[src/hw/mer_pkg.sv]
// Constants, types and helpers of the motion error reporting block.
// Assumes a 32-bit APB with byte addresses on 8 bits and eight axes.
// Operation
// - Check program data when program starts
// - Check indirectly supplied data the same way
// - Setting error sets global fault flag
// - Setting error stores faulty program number
// - Setting error stores faulty item code
// - Codes 1 to 999 are low errors
// - Codes 1000 to 1999 are high errors
// - Codes 2000 to 2999 are servo errors
// - Error raises the axis detection signal
// - Separate low, high, servo codes per axis
// - New code overwrites the old one
// - Keep a readable history of errors
// - Hold flags and codes until clear input; code clears setting flag by APB write to OFS_FLAG_CLR
// - Persisting servo fault may set again
// - Axis number is encoded in item code
`default_nettype none
package mer_pkg;
  localparam int NAXIS      = 8;
  localparam int APB_AW     = 8;
  localparam int HIST_DEPTH = 16;
  localparam int HIST_AW    = 4;
  localparam int HIST_W     = 24;
  localparam int IRQ_W      = 3;
  localparam int IRQ_SET    = 0;
  localparam int IRQ_AXIS   = 1;
  localparam int IRQ_AMP    = 2;

  // ********************************
  // Register offsets
  // ********************************
  localparam logic [7:0] OFS_PROG_NUM  = 8'h00;
  localparam logic [7:0] OFS_ITEM      = 8'h04;
  localparam logic [7:0] OFS_FLAGS     = 8'h08;
  localparam logic [7:0] OFS_IRQ_STS   = 8'h0C;
  localparam logic [7:0] OFS_IRQ_MSK   = 8'h10;
  localparam logic [7:0] OFS_FLAG_CLR  = 8'h14;
  localparam logic [7:0] OFS_HIST_SEL  = 8'h18;
  localparam logic [7:0] OFS_HIST_DATA = 8'h1C;
  localparam logic [7:0] OFS_HIST_CNT  = 8'h20;
  localparam logic [7:0] OFS_AXIS_BASE = 8'h40;
  localparam logic [7:0] OFS_AXIS_END  = 8'hC0;
  localparam logic [1:0] SLOT_LOW      = 2'h0;
  localparam logic [1:0] SLOT_HIGH     = 2'h1;
  localparam logic [1:0] SLOT_AMP      = 2'h2;

  // ********************************
  // Reset values
  // ********************************
  localparam logic [15:0]        RST_CODE = 16'h0000;
  localparam logic [IRQ_W-1:0]   RST_IRQ  = 3'h0;
  localparam logic [HIST_AW-1:0] RST_PTR  = 4'h0;
  localparam logic [HIST_AW:0]   RST_CNT  = 5'h00;
  localparam logic [HIST_AW:0]   HIST_FULL = 5'h10;

  // ********************************
  // Error code ranges and data limits
  // ********************************
  localparam logic [15:0] LOW_MIN   = 16'h0001;
  localparam logic [15:0] LOW_MAX   = 16'h03E7;
  localparam logic [15:0] HIGH_MIN  = 16'h03E8;
  localparam logic [15:0] HIGH_MAX  = 16'h07CF;
  localparam logic [15:0] SERVO_MIN = 16'h07D0;
  localparam logic [15:0] SERVO_MAX = 16'h0BB7;
  localparam logic [15:0] PBLK_MIN  = 16'h0001;
  localparam logic [15:0] PBLK_MAX  = 16'h0010;
  localparam logic [15:0] DWELL_MAX = 16'h1388;
  localparam logic [15:0] MCODE_MAX = 16'h00FF;
  localparam logic [15:0] TORQ_MIN  = 16'h0001;
  localparam logic [15:0] TORQ_MAX  = 16'h01F4;
  localparam logic [31:0] VEL_MIN   = 32'h0000_0001;
  localparam logic [31:0] TRAVEL_BAD = 32'h8000_0000;
  localparam logic [15:0] ITEM_NONE  = 16'h0000;
  localparam logic [15:0] ITEM_PBLK  = 16'h0001;
  localparam logic [15:0] ITEM_TRAVEL_SFX = 16'h0003;
  localparam logic [15:0] ITEM_AXIS_MULT  = 16'h0064;
  localparam logic [15:0] ITEM_VEL   = 16'h0004;
  localparam logic [15:0] ITEM_DWELL = 16'h0005;
  localparam logic [15:0] ITEM_MCODE = 16'h0006;
  localparam logic [15:0] ITEM_TORQ  = 16'h0007;

  typedef enum logic [1:0] {
    CLS_NONE  = 2'h0,
    CLS_LOW   = 2'h1,
    CLS_HIGH  = 2'h2,
    CLS_SERVO = 2'h3
  } mer_class_t;

  function automatic mer_class_t mer_classify(input logic [15:0] c);
    if (c >= LOW_MIN && c <= LOW_MAX) return CLS_LOW;
    if (c >= HIGH_MIN && c <= HIGH_MAX) return CLS_HIGH;
    if (c >= SERVO_MIN && c <= SERVO_MAX) return CLS_SERVO;
    return CLS_NONE;
  endfunction

  // Axis 0..7 on the port becomes axis number 1..8 in the code
  function automatic logic [15:0] mer_travel_item(input logic [2:0] ax);
    return 16'(({13'h0000, ax} + 16'h0001) * ITEM_AXIS_MULT + ITEM_TRAVEL_SFX);
  endfunction
endpackage
`default_nettype wire

[src/hw/mer_hist_if.sv]
// Write and read port of the error history memory.
// Assumes both ends run on the same clock.
`timescale 1ns/1ps
`default_nettype none
interface mer_hist_if;
  logic                         we;
  logic [mer_pkg::HIST_AW-1:0]  waddr;
  logic [mer_pkg::HIST_W-1:0]   wdata;
  logic [mer_pkg::HIST_AW-1:0]  raddr;
  logic [mer_pkg::HIST_W-1:0]   rdata;
  modport ctl (output we, waddr, wdata, raddr, input rdata);
  modport mem (input we, waddr, wdata, raddr, output rdata);
endinterface
`default_nettype wire

[src/hw/mer_hist_mem.sv]
// Small error history store with registered read data.
// Assumes the controller tracks which slots hold valid entries.
`timescale 1ns/1ps
`default_nettype none
module mer_hist_mem (
  input wire logic clk,
  input wire logic rst,
  mer_hist_if.mem  hp
);
  import mer_pkg::*;
  logic [HIST_W-1:0] mem_q [HIST_DEPTH];

  always_ff @(posedge clk) begin
    if (hp.we) begin
      mem_q[hp.waddr] <= hp.wdata;
    end
  end

  // Contents are not reset; only the read register is
  always_ff @(posedge clk) begin
    if (rst) begin
      hp.rdata <= '0;
    end else begin
      hp.rdata <= mem_q[hp.raddr];
    end
  end
endmodule // mer_hist_mem
`default_nettype wire

[src/hw/mer_top.sv]
// Motion error reporting: program data checks, per-axis error codes,
// detection and clear signals, error history, interrupt and APB registers.
// Assumes program and axis error strobes come from logic on MCLK; the
// clear inputs come from pins.
//
// Register access over APB and the placing of the registers were left to the implementer.
`timescale 1ns/1ps
`default_nettype none
module mer_top (
  input  wire logic                       MCLK,
  input  wire logic                       SYS_RST,
  input  wire logic                       PSEL,
  input  wire logic                       PENABLE,
  input  wire logic                       PWRITE,
  input  wire logic [mer_pkg::APB_AW-1:0] PADDR,
  input  wire logic [31:0]                PWDATA,
  output logic      [31:0]                PRDATA,
  output logic                            PREADY,
  output logic                            PSLVERR,
  input  wire logic                       PROG_START,
  input  wire logic [15:0]                PROG_NUM,
  input  wire logic [2:0]                 PROG_AXIS,
  input  wire logic                       PROG_INCR,
  input  wire logic [31:0]                PROG_TRAVEL,
  input  wire logic [15:0]                PROG_PBLK,
  input  wire logic [31:0]                PROG_VEL,
  input  wire logic [31:0]                VEL_LIMIT,
  input  wire logic [15:0]                PROG_DWELL,
  input  wire logic [15:0]                PROG_MCODE,
  input  wire logic [15:0]                PROG_TORQUE,
  output logic                            PROG_GO,
  output logic                            PROGRAM_SETTING_FAULT_FLAG,
  input  wire logic                       ERR_VALID,
  input  wire logic [2:0]                 ERR_AXIS,
  input  wire logic [15:0]                ERR_CODE,
  input  wire logic [mer_pkg::NAXIS-1:0]  AXIS_FAULT_CLEAR,
  input  wire logic [mer_pkg::NAXIS-1:0]  AXIS_AMP_FAULT_CLEAR,
  output logic      [mer_pkg::NAXIS-1:0]  AXIS_FAULT_DETECT,
  output logic      [mer_pkg::NAXIS-1:0]  AXIS_AMP_FAULT_DETECT,
  output logic                            IRQ
);
  import mer_pkg::*;

  // ********************************
  // Clear input synchronisers
  // ********************************
  logic [NAXIS-1:0] clr_m_q;
  logic [NAXIS-1:0] clr_s_q;
  logic [NAXIS-1:0] aclr_m_q;
  logic [NAXIS-1:0] aclr_s_q;
  always_ff @(posedge MCLK) begin
    if (SYS_RST) begin
      clr_m_q  <= '0;
      clr_s_q  <= '0;
      aclr_m_q <= '0;
      aclr_s_q <= '0;
    end else begin
      clr_m_q  <= AXIS_FAULT_CLEAR;
      clr_s_q  <= clr_m_q;
      aclr_m_q <= AXIS_AMP_FAULT_CLEAR;
      aclr_s_q <= aclr_m_q;
    end
  end

  // ********************************
  // APB handshake
  // ********************************
  logic        access;
  logic        take;
  logic        wr;
  logic        ready_q;
  logic        pslverr_q;
  logic [31:0] prdata_q;
  logic [31:0] rd_d;
  logic        map_d;
  logic [7:0]  sub;
  assign access = PSEL && PENABLE;
  assign take   = access && ready_q;
  assign wr     = take && PWRITE;
  // One wait state keeps PRDATA and PREADY straight from flops
  always_ff @(posedge MCLK) begin
    if (SYS_RST) begin
      ready_q   <= 1'b0;
      pslverr_q <= 1'b0;
      prdata_q  <= '0;
    end else begin
      ready_q <= access && !ready_q;
      if (access && !ready_q) begin
        prdata_q  <= PWRITE ? 32'h0000_0000 : rd_d;
        pslverr_q <= !map_d;
      end
    end
  end

  // ********************************
  // Program data check
  // ********************************
  logic [15:0] item_d;
  logic        travel_bad;
  logic        pblk_ok;
  logic        vel_ok;
  logic [15:0] prog_num_q;
  logic [15:0] item_q;
  logic        flag_q;
  logic        go_q;
  logic        flag_clr;
  assign travel_bad = PROG_INCR && (PROG_TRAVEL == TRAVEL_BAD);
  assign pblk_ok    = PROG_PBLK >= PBLK_MIN && PROG_PBLK <= PBLK_MAX;
  assign vel_ok     = PROG_VEL >= VEL_MIN && PROG_VEL <= VEL_LIMIT;
  assign flag_clr   = wr && PADDR == OFS_FLAG_CLR && PWDATA[0];
  // Values set directly or through registers meet the same checks;
  // the program block item wins, then travel, then the lowest item code when several items are bad
  always_comb begin
    item_d = ITEM_NONE;
    if (PROG_TORQUE < TORQ_MIN || PROG_TORQUE > TORQ_MAX) begin
      item_d = ITEM_TORQ;
    end
    if (PROG_MCODE > MCODE_MAX) begin
      item_d = ITEM_MCODE;
    end
    if (PROG_DWELL > DWELL_MAX) begin
      item_d = ITEM_DWELL;
    end
    if (!vel_ok) begin
      item_d = ITEM_VEL;
    end
    if (travel_bad) begin
      item_d = mer_travel_item(PROG_AXIS);
    end
    if (!pblk_ok) begin
      item_d = ITEM_PBLK;
    end
  end

  // Only a bad travel distance blocks the start; others run on defaults
  always_ff @(posedge MCLK) begin
    if (SYS_RST) begin
      go_q <= 1'b0;
    end else begin
      go_q <= PROG_START && !travel_bad;
    end
  end

  always_ff @(posedge MCLK) begin
    if (SYS_RST) begin
      prog_num_q <= RST_CODE;
      item_q     <= RST_CODE;
      flag_q     <= 1'b0;
    end else if (PROG_START && item_d != ITEM_NONE) begin
      flag_q     <= 1'b1;
      prog_num_q <= PROG_NUM;
      item_q     <= item_d;
    end else if (flag_clr) begin
      flag_q <= 1'b0;
    end
  end

  // ********************************
  // Per-axis error codes
  // ********************************
  mer_class_t       cls;
  logic [15:0]      low_q  [NAXIS];
  logic [15:0]      high_q [NAXIS];
  logic [15:0]      amp_q  [NAXIS];
  logic             det_q  [NAXIS];
  logic             adet_q [NAXIS];
  logic [NAXIS-1:0] det_v;
  logic [NAXIS-1:0] adet_v;
  assign cls = mer_classify(ERR_CODE);
  for (genvar g = 0; g < NAXIS; g++) begin : g_axis
    logic hit;
    assign hit = ERR_VALID && (ERR_AXIS == 3'(g));
    // A new error in the clear cycle wins over the clear
    always_ff @(posedge MCLK) begin
      if (SYS_RST) begin
        low_q[g]  <= RST_CODE;
        high_q[g] <= RST_CODE;
        det_q[g]  <= 1'b0;
      end else begin
        if (clr_s_q[g]) begin
          low_q[g]  <= RST_CODE;
          high_q[g] <= RST_CODE;
          det_q[g]  <= 1'b0;
        end
        if (hit && cls == CLS_LOW) begin
          low_q[g] <= ERR_CODE;
          det_q[g] <= 1'b1;
        end
        if (hit && cls == CLS_HIGH) begin
          high_q[g] <= ERR_CODE;
          det_q[g]  <= 1'b1;
        end
      end
    end

    // A servo fault still present re-sets the code over the clear
    always_ff @(posedge MCLK) begin
      if (SYS_RST) begin
        amp_q[g]  <= RST_CODE;
        adet_q[g] <= 1'b0;
      end else begin
        if (aclr_s_q[g]) begin
          amp_q[g]  <= RST_CODE;
          adet_q[g] <= 1'b0;
        end
        if (hit && cls == CLS_SERVO) begin
          amp_q[g]  <= ERR_CODE;
          adet_q[g] <= 1'b1;
        end
      end
    end

    assign det_v[g]  = det_q[g];
    assign adet_v[g] = adet_q[g];
  end

  // ********************************
  // Error history
  // ********************************
  mer_hist_if                hif ();
  logic [HIST_AW-1:0]        wptr_q;
  logic [HIST_AW:0]          cnt_q;
  logic [HIST_AW-1:0]        sel_q;
  assign hif.we    = ERR_VALID && cls != CLS_NONE;
  assign hif.waddr = wptr_q;
  assign hif.wdata = {ERR_AXIS, 3'h0, cls, ERR_CODE};
  assign hif.raddr = sel_q;
  // Oldest entries are overwritten once the store is full
  always_ff @(posedge MCLK) begin
    if (SYS_RST) begin
      wptr_q <= RST_PTR;
      cnt_q  <= RST_CNT;
    end else if (hif.we) begin
      wptr_q <= wptr_q + 4'h1;
      if (cnt_q != HIST_FULL) begin
        cnt_q <= cnt_q + 5'h01;
      end
    end
  end

  always_ff @(posedge MCLK) begin
    if (SYS_RST) begin
      sel_q <= RST_PTR;
    end else if (wr && PADDR == OFS_HIST_SEL) begin
      sel_q <= PWDATA[HIST_AW-1:0];
    end
  end

  mer_hist_mem u_hist (
    .clk (MCLK),
    .rst (SYS_RST),
    .hp  (hif.mem)
  );

  // ********************************
  // Interrupt
  // ********************************
  logic [IRQ_W-1:0] sts_q;
  logic [IRQ_W-1:0] msk_q;
  logic [IRQ_W-1:0] ev;
  logic [IRQ_W-1:0] w1c;
  logic             irq_q;
  assign ev[IRQ_SET]  = PROG_START && item_d != ITEM_NONE;
  assign ev[IRQ_AXIS] = ERR_VALID && (cls == CLS_LOW || cls == CLS_HIGH);
  assign ev[IRQ_AMP]  = ERR_VALID && cls == CLS_SERVO;
  assign w1c = (wr && PADDR == OFS_IRQ_STS) ? PWDATA[IRQ_W-1:0] : RST_IRQ;
  always_ff @(posedge MCLK) begin
    if (SYS_RST) begin
      sts_q <= RST_IRQ;
      msk_q <= RST_IRQ;
      irq_q <= 1'b0;
    end else begin
      sts_q <= (sts_q & ~w1c) | ev;
      if (wr && PADDR == OFS_IRQ_MSK) begin
        msk_q <= PWDATA[IRQ_W-1:0];
      end
      irq_q <= |(sts_q & msk_q);
    end
  end

  // ********************************
  // Read decode
  // ********************************
  always_comb begin
    rd_d  = 32'h0000_0000;
    map_d = 1'b1;
    sub   = PADDR - OFS_AXIS_BASE;
    if (PADDR[1:0] != 2'h0) begin
      map_d = 1'b0;
    end else if (PADDR >= OFS_AXIS_BASE && PADDR < OFS_AXIS_END) begin
      case (sub[3:2])
        SLOT_LOW:  rd_d = {16'h0000, low_q[sub[6:4]]};
        SLOT_HIGH: rd_d = {16'h0000, high_q[sub[6:4]]};
        SLOT_AMP:  rd_d = {16'h0000, amp_q[sub[6:4]]};
        default:   map_d = 1'b0;
      endcase
    end else begin
      case (PADDR)
        OFS_PROG_NUM:  rd_d = {16'h0000, prog_num_q};
        OFS_ITEM:      rd_d = {16'h0000, item_q};
        OFS_FLAGS:     rd_d = {8'h00, adet_v, det_v, 7'h00, flag_q};
        OFS_IRQ_STS:   rd_d = {29'h0000_0000, sts_q};
        OFS_IRQ_MSK:   rd_d = {29'h0000_0000, msk_q};
        OFS_FLAG_CLR:  rd_d = 32'h0000_0000;
        OFS_HIST_SEL:  rd_d = {28'h000_0000, sel_q};
        OFS_HIST_DATA: rd_d = ({1'b0, sel_q} < cnt_q) ? {8'h00, hif.rdata} : 32'h0000_0000;
        OFS_HIST_CNT:  rd_d = {27'h000_0000, cnt_q};
        default:       map_d = 1'b0;
      endcase
    end
  end

  assign PRDATA                     = prdata_q;
  assign PREADY                     = ready_q;
  assign PSLVERR                    = pslverr_q;
  assign PROG_GO                    = go_q;
  assign PROGRAM_SETTING_FAULT_FLAG = flag_q;
  assign AXIS_FAULT_DETECT          = det_v;
  assign AXIS_AMP_FAULT_DETECT      = adet_v;
  assign IRQ                        = irq_q;
endmodule // mer_top
`default_nettype wire

[config.mk]
export PLATFORM = sky130hd
export DESIGN_NAME = mer_top
export DESIGN_NICKNAME = d
export VERILOG_FILES = /design/src/hw/mer_pkg.sv /design/src/hw/mer_hist_if.sv /design/src/hw/mer_hist_mem.sv /design/src/hw/mer_top.sv
export SDC_FILE = /design/constraint.sdc
export NUM_CORES = 1
export LEC_CHECK = 0
export ABC_AREA = 0
export BUFFER_PORTS_ARGS = -buffer_cell sky130_fd_sc_hd__clkbuf_2
export CORE_MARGIN = 2
export CORE_UTILIZATION = 51
export DETAILED_ROUTE_END_ITERATION = 8
export PLACE_DENSITY = 0.69
export SYNTH_ARGS = -nofsm -noshare
export SYNTH_HDL_FRONTEND = slang
export SYNTH_SLANG_ARGS = --single-unit
[constraint.sdc]
create_clock -name MCLK -period 11.4 [get_ports MCLK]
set_clock_uncertainty 0.1 [all_clocks]
set_input_delay 1.14 -clock MCLK [delete_from_list [all_inputs] [get_ports MCLK]]
set_output_delay 1.14 -clock MCLK [all_outputs]
set_load 0.05 [all_outputs]
==> metrics.txt <==
share of flip-flops with an asynchronous set or reset 0%; Synth Register Bits 864; H-tree depth 3; Post-synth EDFFs 736; initial antenna violation count 6; Rel. slew slack 19.8%; CTS root buf clkbuf_16; syn avg cell area 16.3 µm²; hold path depth 1; Avg Vias per Cell 5.84; P_leak 0.0155 µW; core area 0.0714 mm²; setup repair bufs after CTS 0; fin crit share 43.4%; vias in the first global route 21400; row cnt 98; Crit path depth 8; clock latency on the worst-skew pair 0.64 ns; cts bufs inserted 88; Starting Density 51.4%; peak supply drop 0.123 mV; clock-pin slew on the worst setup and hold paths 0.06 ns; top achievable clock speed 202 MHz; Top Ports 315; Max stage delay on crit path 0.79 ns; Critical Path AT 5.16 ns; Total Wirelength 92600 µm; Setup-failing EPs final 0; DIE WIDTH 272 µm; Mapped Area 0.0367 mm²; fraction of layout cells with a size suffix above 1 25.8%; Clock Tree Buf Depth 3; count of cell types in the netlist 64; CTS Hold Bufs 0; routability congestion estimate from global placement 0.920; TNS Setup 0 ns; crit path launch ERR_CODE[9]; Max Slew Vio Count 0; RSZ-0062 raised after global routing no; wire per inst 25.5 µm; Hold Vio Cnt, Final 0; CP Buf/Inv Count 2; R2R cell count 4; Pwr per Cell Area 160 mW/mm²; Seq/Total Area, Yosys 67.3%; Period minus WS final 4.95 ns; Die ar. 0.0740 mm²; Post-DRT Antenna Nets 0; Ys Warns 0; CP Cell Sequence clkbuf_2 > nand4_1 > or4b_1 > a21o_1 > a31oi_4 > nand2_1 > nor3_2 > buf_4; type of origin of the critical path input port; worst-path maximum fanout 43; remaining routing DRC violations 0; outcome complete, no violations; Die Y 272 µm; Area growth, synth to finish 15.0%; MaxCap Viol Count 0; Req. time, crit path 11.61 ns; total track usage 25.1%; Detailed Route Iter0 Violations 2321; r2r startpoint hif.raddr[0]; crit path capture type register; total gr overflow 0; CTS tree built; Top delay family on crit path simple AND/OR/NAND/NOR gates; Tot Pwr 6760 µW; CP Class in2reg; DR pass1 iterations 7; post-CTS sizing 0; Slew @ Worst Pin 1.20 ns; Nets 2925; ys flop type edfxtp_1; first-pass GRT wire length 137000 µm; DR vias 21200; Slowest cell on crit path nor3_2; port bufs 270; Setup Slack @ Placement 5.83 ns; hold_sp aclr_m_q[7]; Worst Slack Setup Final 6.45 ns; DP HPWL 59100 µm; CTS sink count 864; Post-Synthesis Cells 2248; largest net degree at the start of global routing 68; worst hold path class reg2reg
-- sequential cells by signal, indices dropped and copies added (netlist names), 3 cells and up --
register	cells
PRDATA	24
aclr_m_q	8
aclr_s_q	8
adet_q	8
amp_q	128
clr_m_q	8
clr_s_q	8
cnt_q	5
det_q	8
hif.raddr	4
hif.waddr	4
high_q	128
item_q	11
low_q	128
msk_q	3
prog_num_q	16
sts_q	3
u_hist.hp.rdata	21
u_hist.mem_q	336
-- cell families (layout without fill, tap and decap cells) --
kind of cell	Yosys count	after routing	share of synthesized area (%)
buffers and inverters	209	513	2.46
muxes	259	259	14.5
AOI/OAI and AO/OA	184	184	3.52
and+or+nand+nor	666	666	10.1
adders and majority gates	53	53	1.83
xor gates and xnor gates	12	12	0.287
other	1	131	0.0102
DFF	864	864	67.3
-- cells in the mapped netlist, drive strengths merged (2+ instances only) --
library cell / count / area, µm²
a2111o: 2 / 22.5
a211o: 7 / 61.3
a211oi: 2 / 15.0
a21o: 11 / 82.6
a21oi: 55 / 283
a221o: 9 / 90.1
a221oi: 5 / 43.8
a22o: 9 / 78.8
a22oi: 9 / 67.6
a311o: 2 / 20.0
a31o: 5 / 43.8
a31oi: 5 / 61.3
a32oi: 9 / 78.8
and2: 289 / 1810
and3: 4 / 25.0
and4: 2 / 17.5
buf: 57 / 333
clkbuf: 94 / 353
dfxtp: 128 / 2560
edfxtp: 736 / 22100
ha: 52 / 651
inv: 58 / 218
mux2i: 42 / 420
mux4: 217 / 4890
nand2: 103 / 389
nand2b: 5 / 31.3
nand3: 12 / 60.1
nand4: 18 / 113
nor2: 102 / 383
nor2b: 38 / 238
nor3: 18 / 124
nor4: 25 / 171
nor4b: 4 / 50.1
o211ai: 2 / 15.0
o21ai: 33 / 165
o31a: 11 / 96.3
o41ai: 2 / 17.5
or2: 10 / 62.6
or3: 28 / 175
or4: 5 / 37.5
or4b: 2 / 20.0
xnor2: 8 / 70.1
xor2: 4 / 35.0
-- per-stage QoR --
step           util [%]  cell area [µm²]  std cells  hold WS, ns
6_report           59.1            42200       3632        0.343
5_1_grt            59.1            42200       3630        0.358
4_1_cts            59.1            42200       3630        0.345
3_5_place_dp       55.1            39300       3470        0.331
3_3_place_gp       55.1            39300       3470        0.330
2_1_floorplan         -            37100       2376        0.314
-- layout make-up --
type,count,area [µm²]
timing repair buffer,295,1550
sequential,864,24700
antenna,2,5.00
clock buffer,119,2470
inverter,58,218
fill,5383,29200
tap,950,1190
clock inverter,41,380
multi-input combinational,1303,11700
-- layout by cell type, fill, tap and decap left out, drive strengths merged, types with 52 or more instances in the layout --
cell	synthesis	final
mux4	217	217
inv	58	58
and2	289	289
conb	1	129
clkbuf	94	386
nor2	102	102
ha	52	52
a21oi	55	55
nand2	103	103
edfxtp	736	736
dfxtp	128	128
-- path summary, 6_finish.rpt --
check	slack [ns]	to
setup / recovery	6.45	u_hist.mem_q[1][19]
setup reg to reg	7.95	u_hist.hp.rdata[13]
hold reg to reg	0.34	aclr_s_q[7]
hold / removal	0.34	aclr_s_q[7]
-- power breakdown --
| group | leakage [µW] | internal (µW) | total (µW) | switching (µW) |
|---|---|---|---|---|
| registers | 0.00835 | 3500 | 3530 | 29.1 |
| clock network | 0.00140 | 1650 | 2840 | 1180 |
| logic | 0.00578 | 140 | 393 | 253 |
| total | 0.0155 | 5300 | 6760 | 1460 |
-- metal layers --
layer	GRT usage (%)	vias to the layer above	share of wire [%]
li1	-	9230	-
met1	36.4	10700	42
met4	7.85	0	2.6
met5	0	-	0
met3	5.29	154	9.8
met2	38.6	1088	46
-- worst register-to-register path, delay by kind of cell, from the launching register on --
family | cells | cell delay [ns]
mux | 2 | 1.18
flops | 1 | 0.99
buf+inv | 1 | 0.82
simple gates | 1 | 0.24
Power figures use the tool's default switching activity.
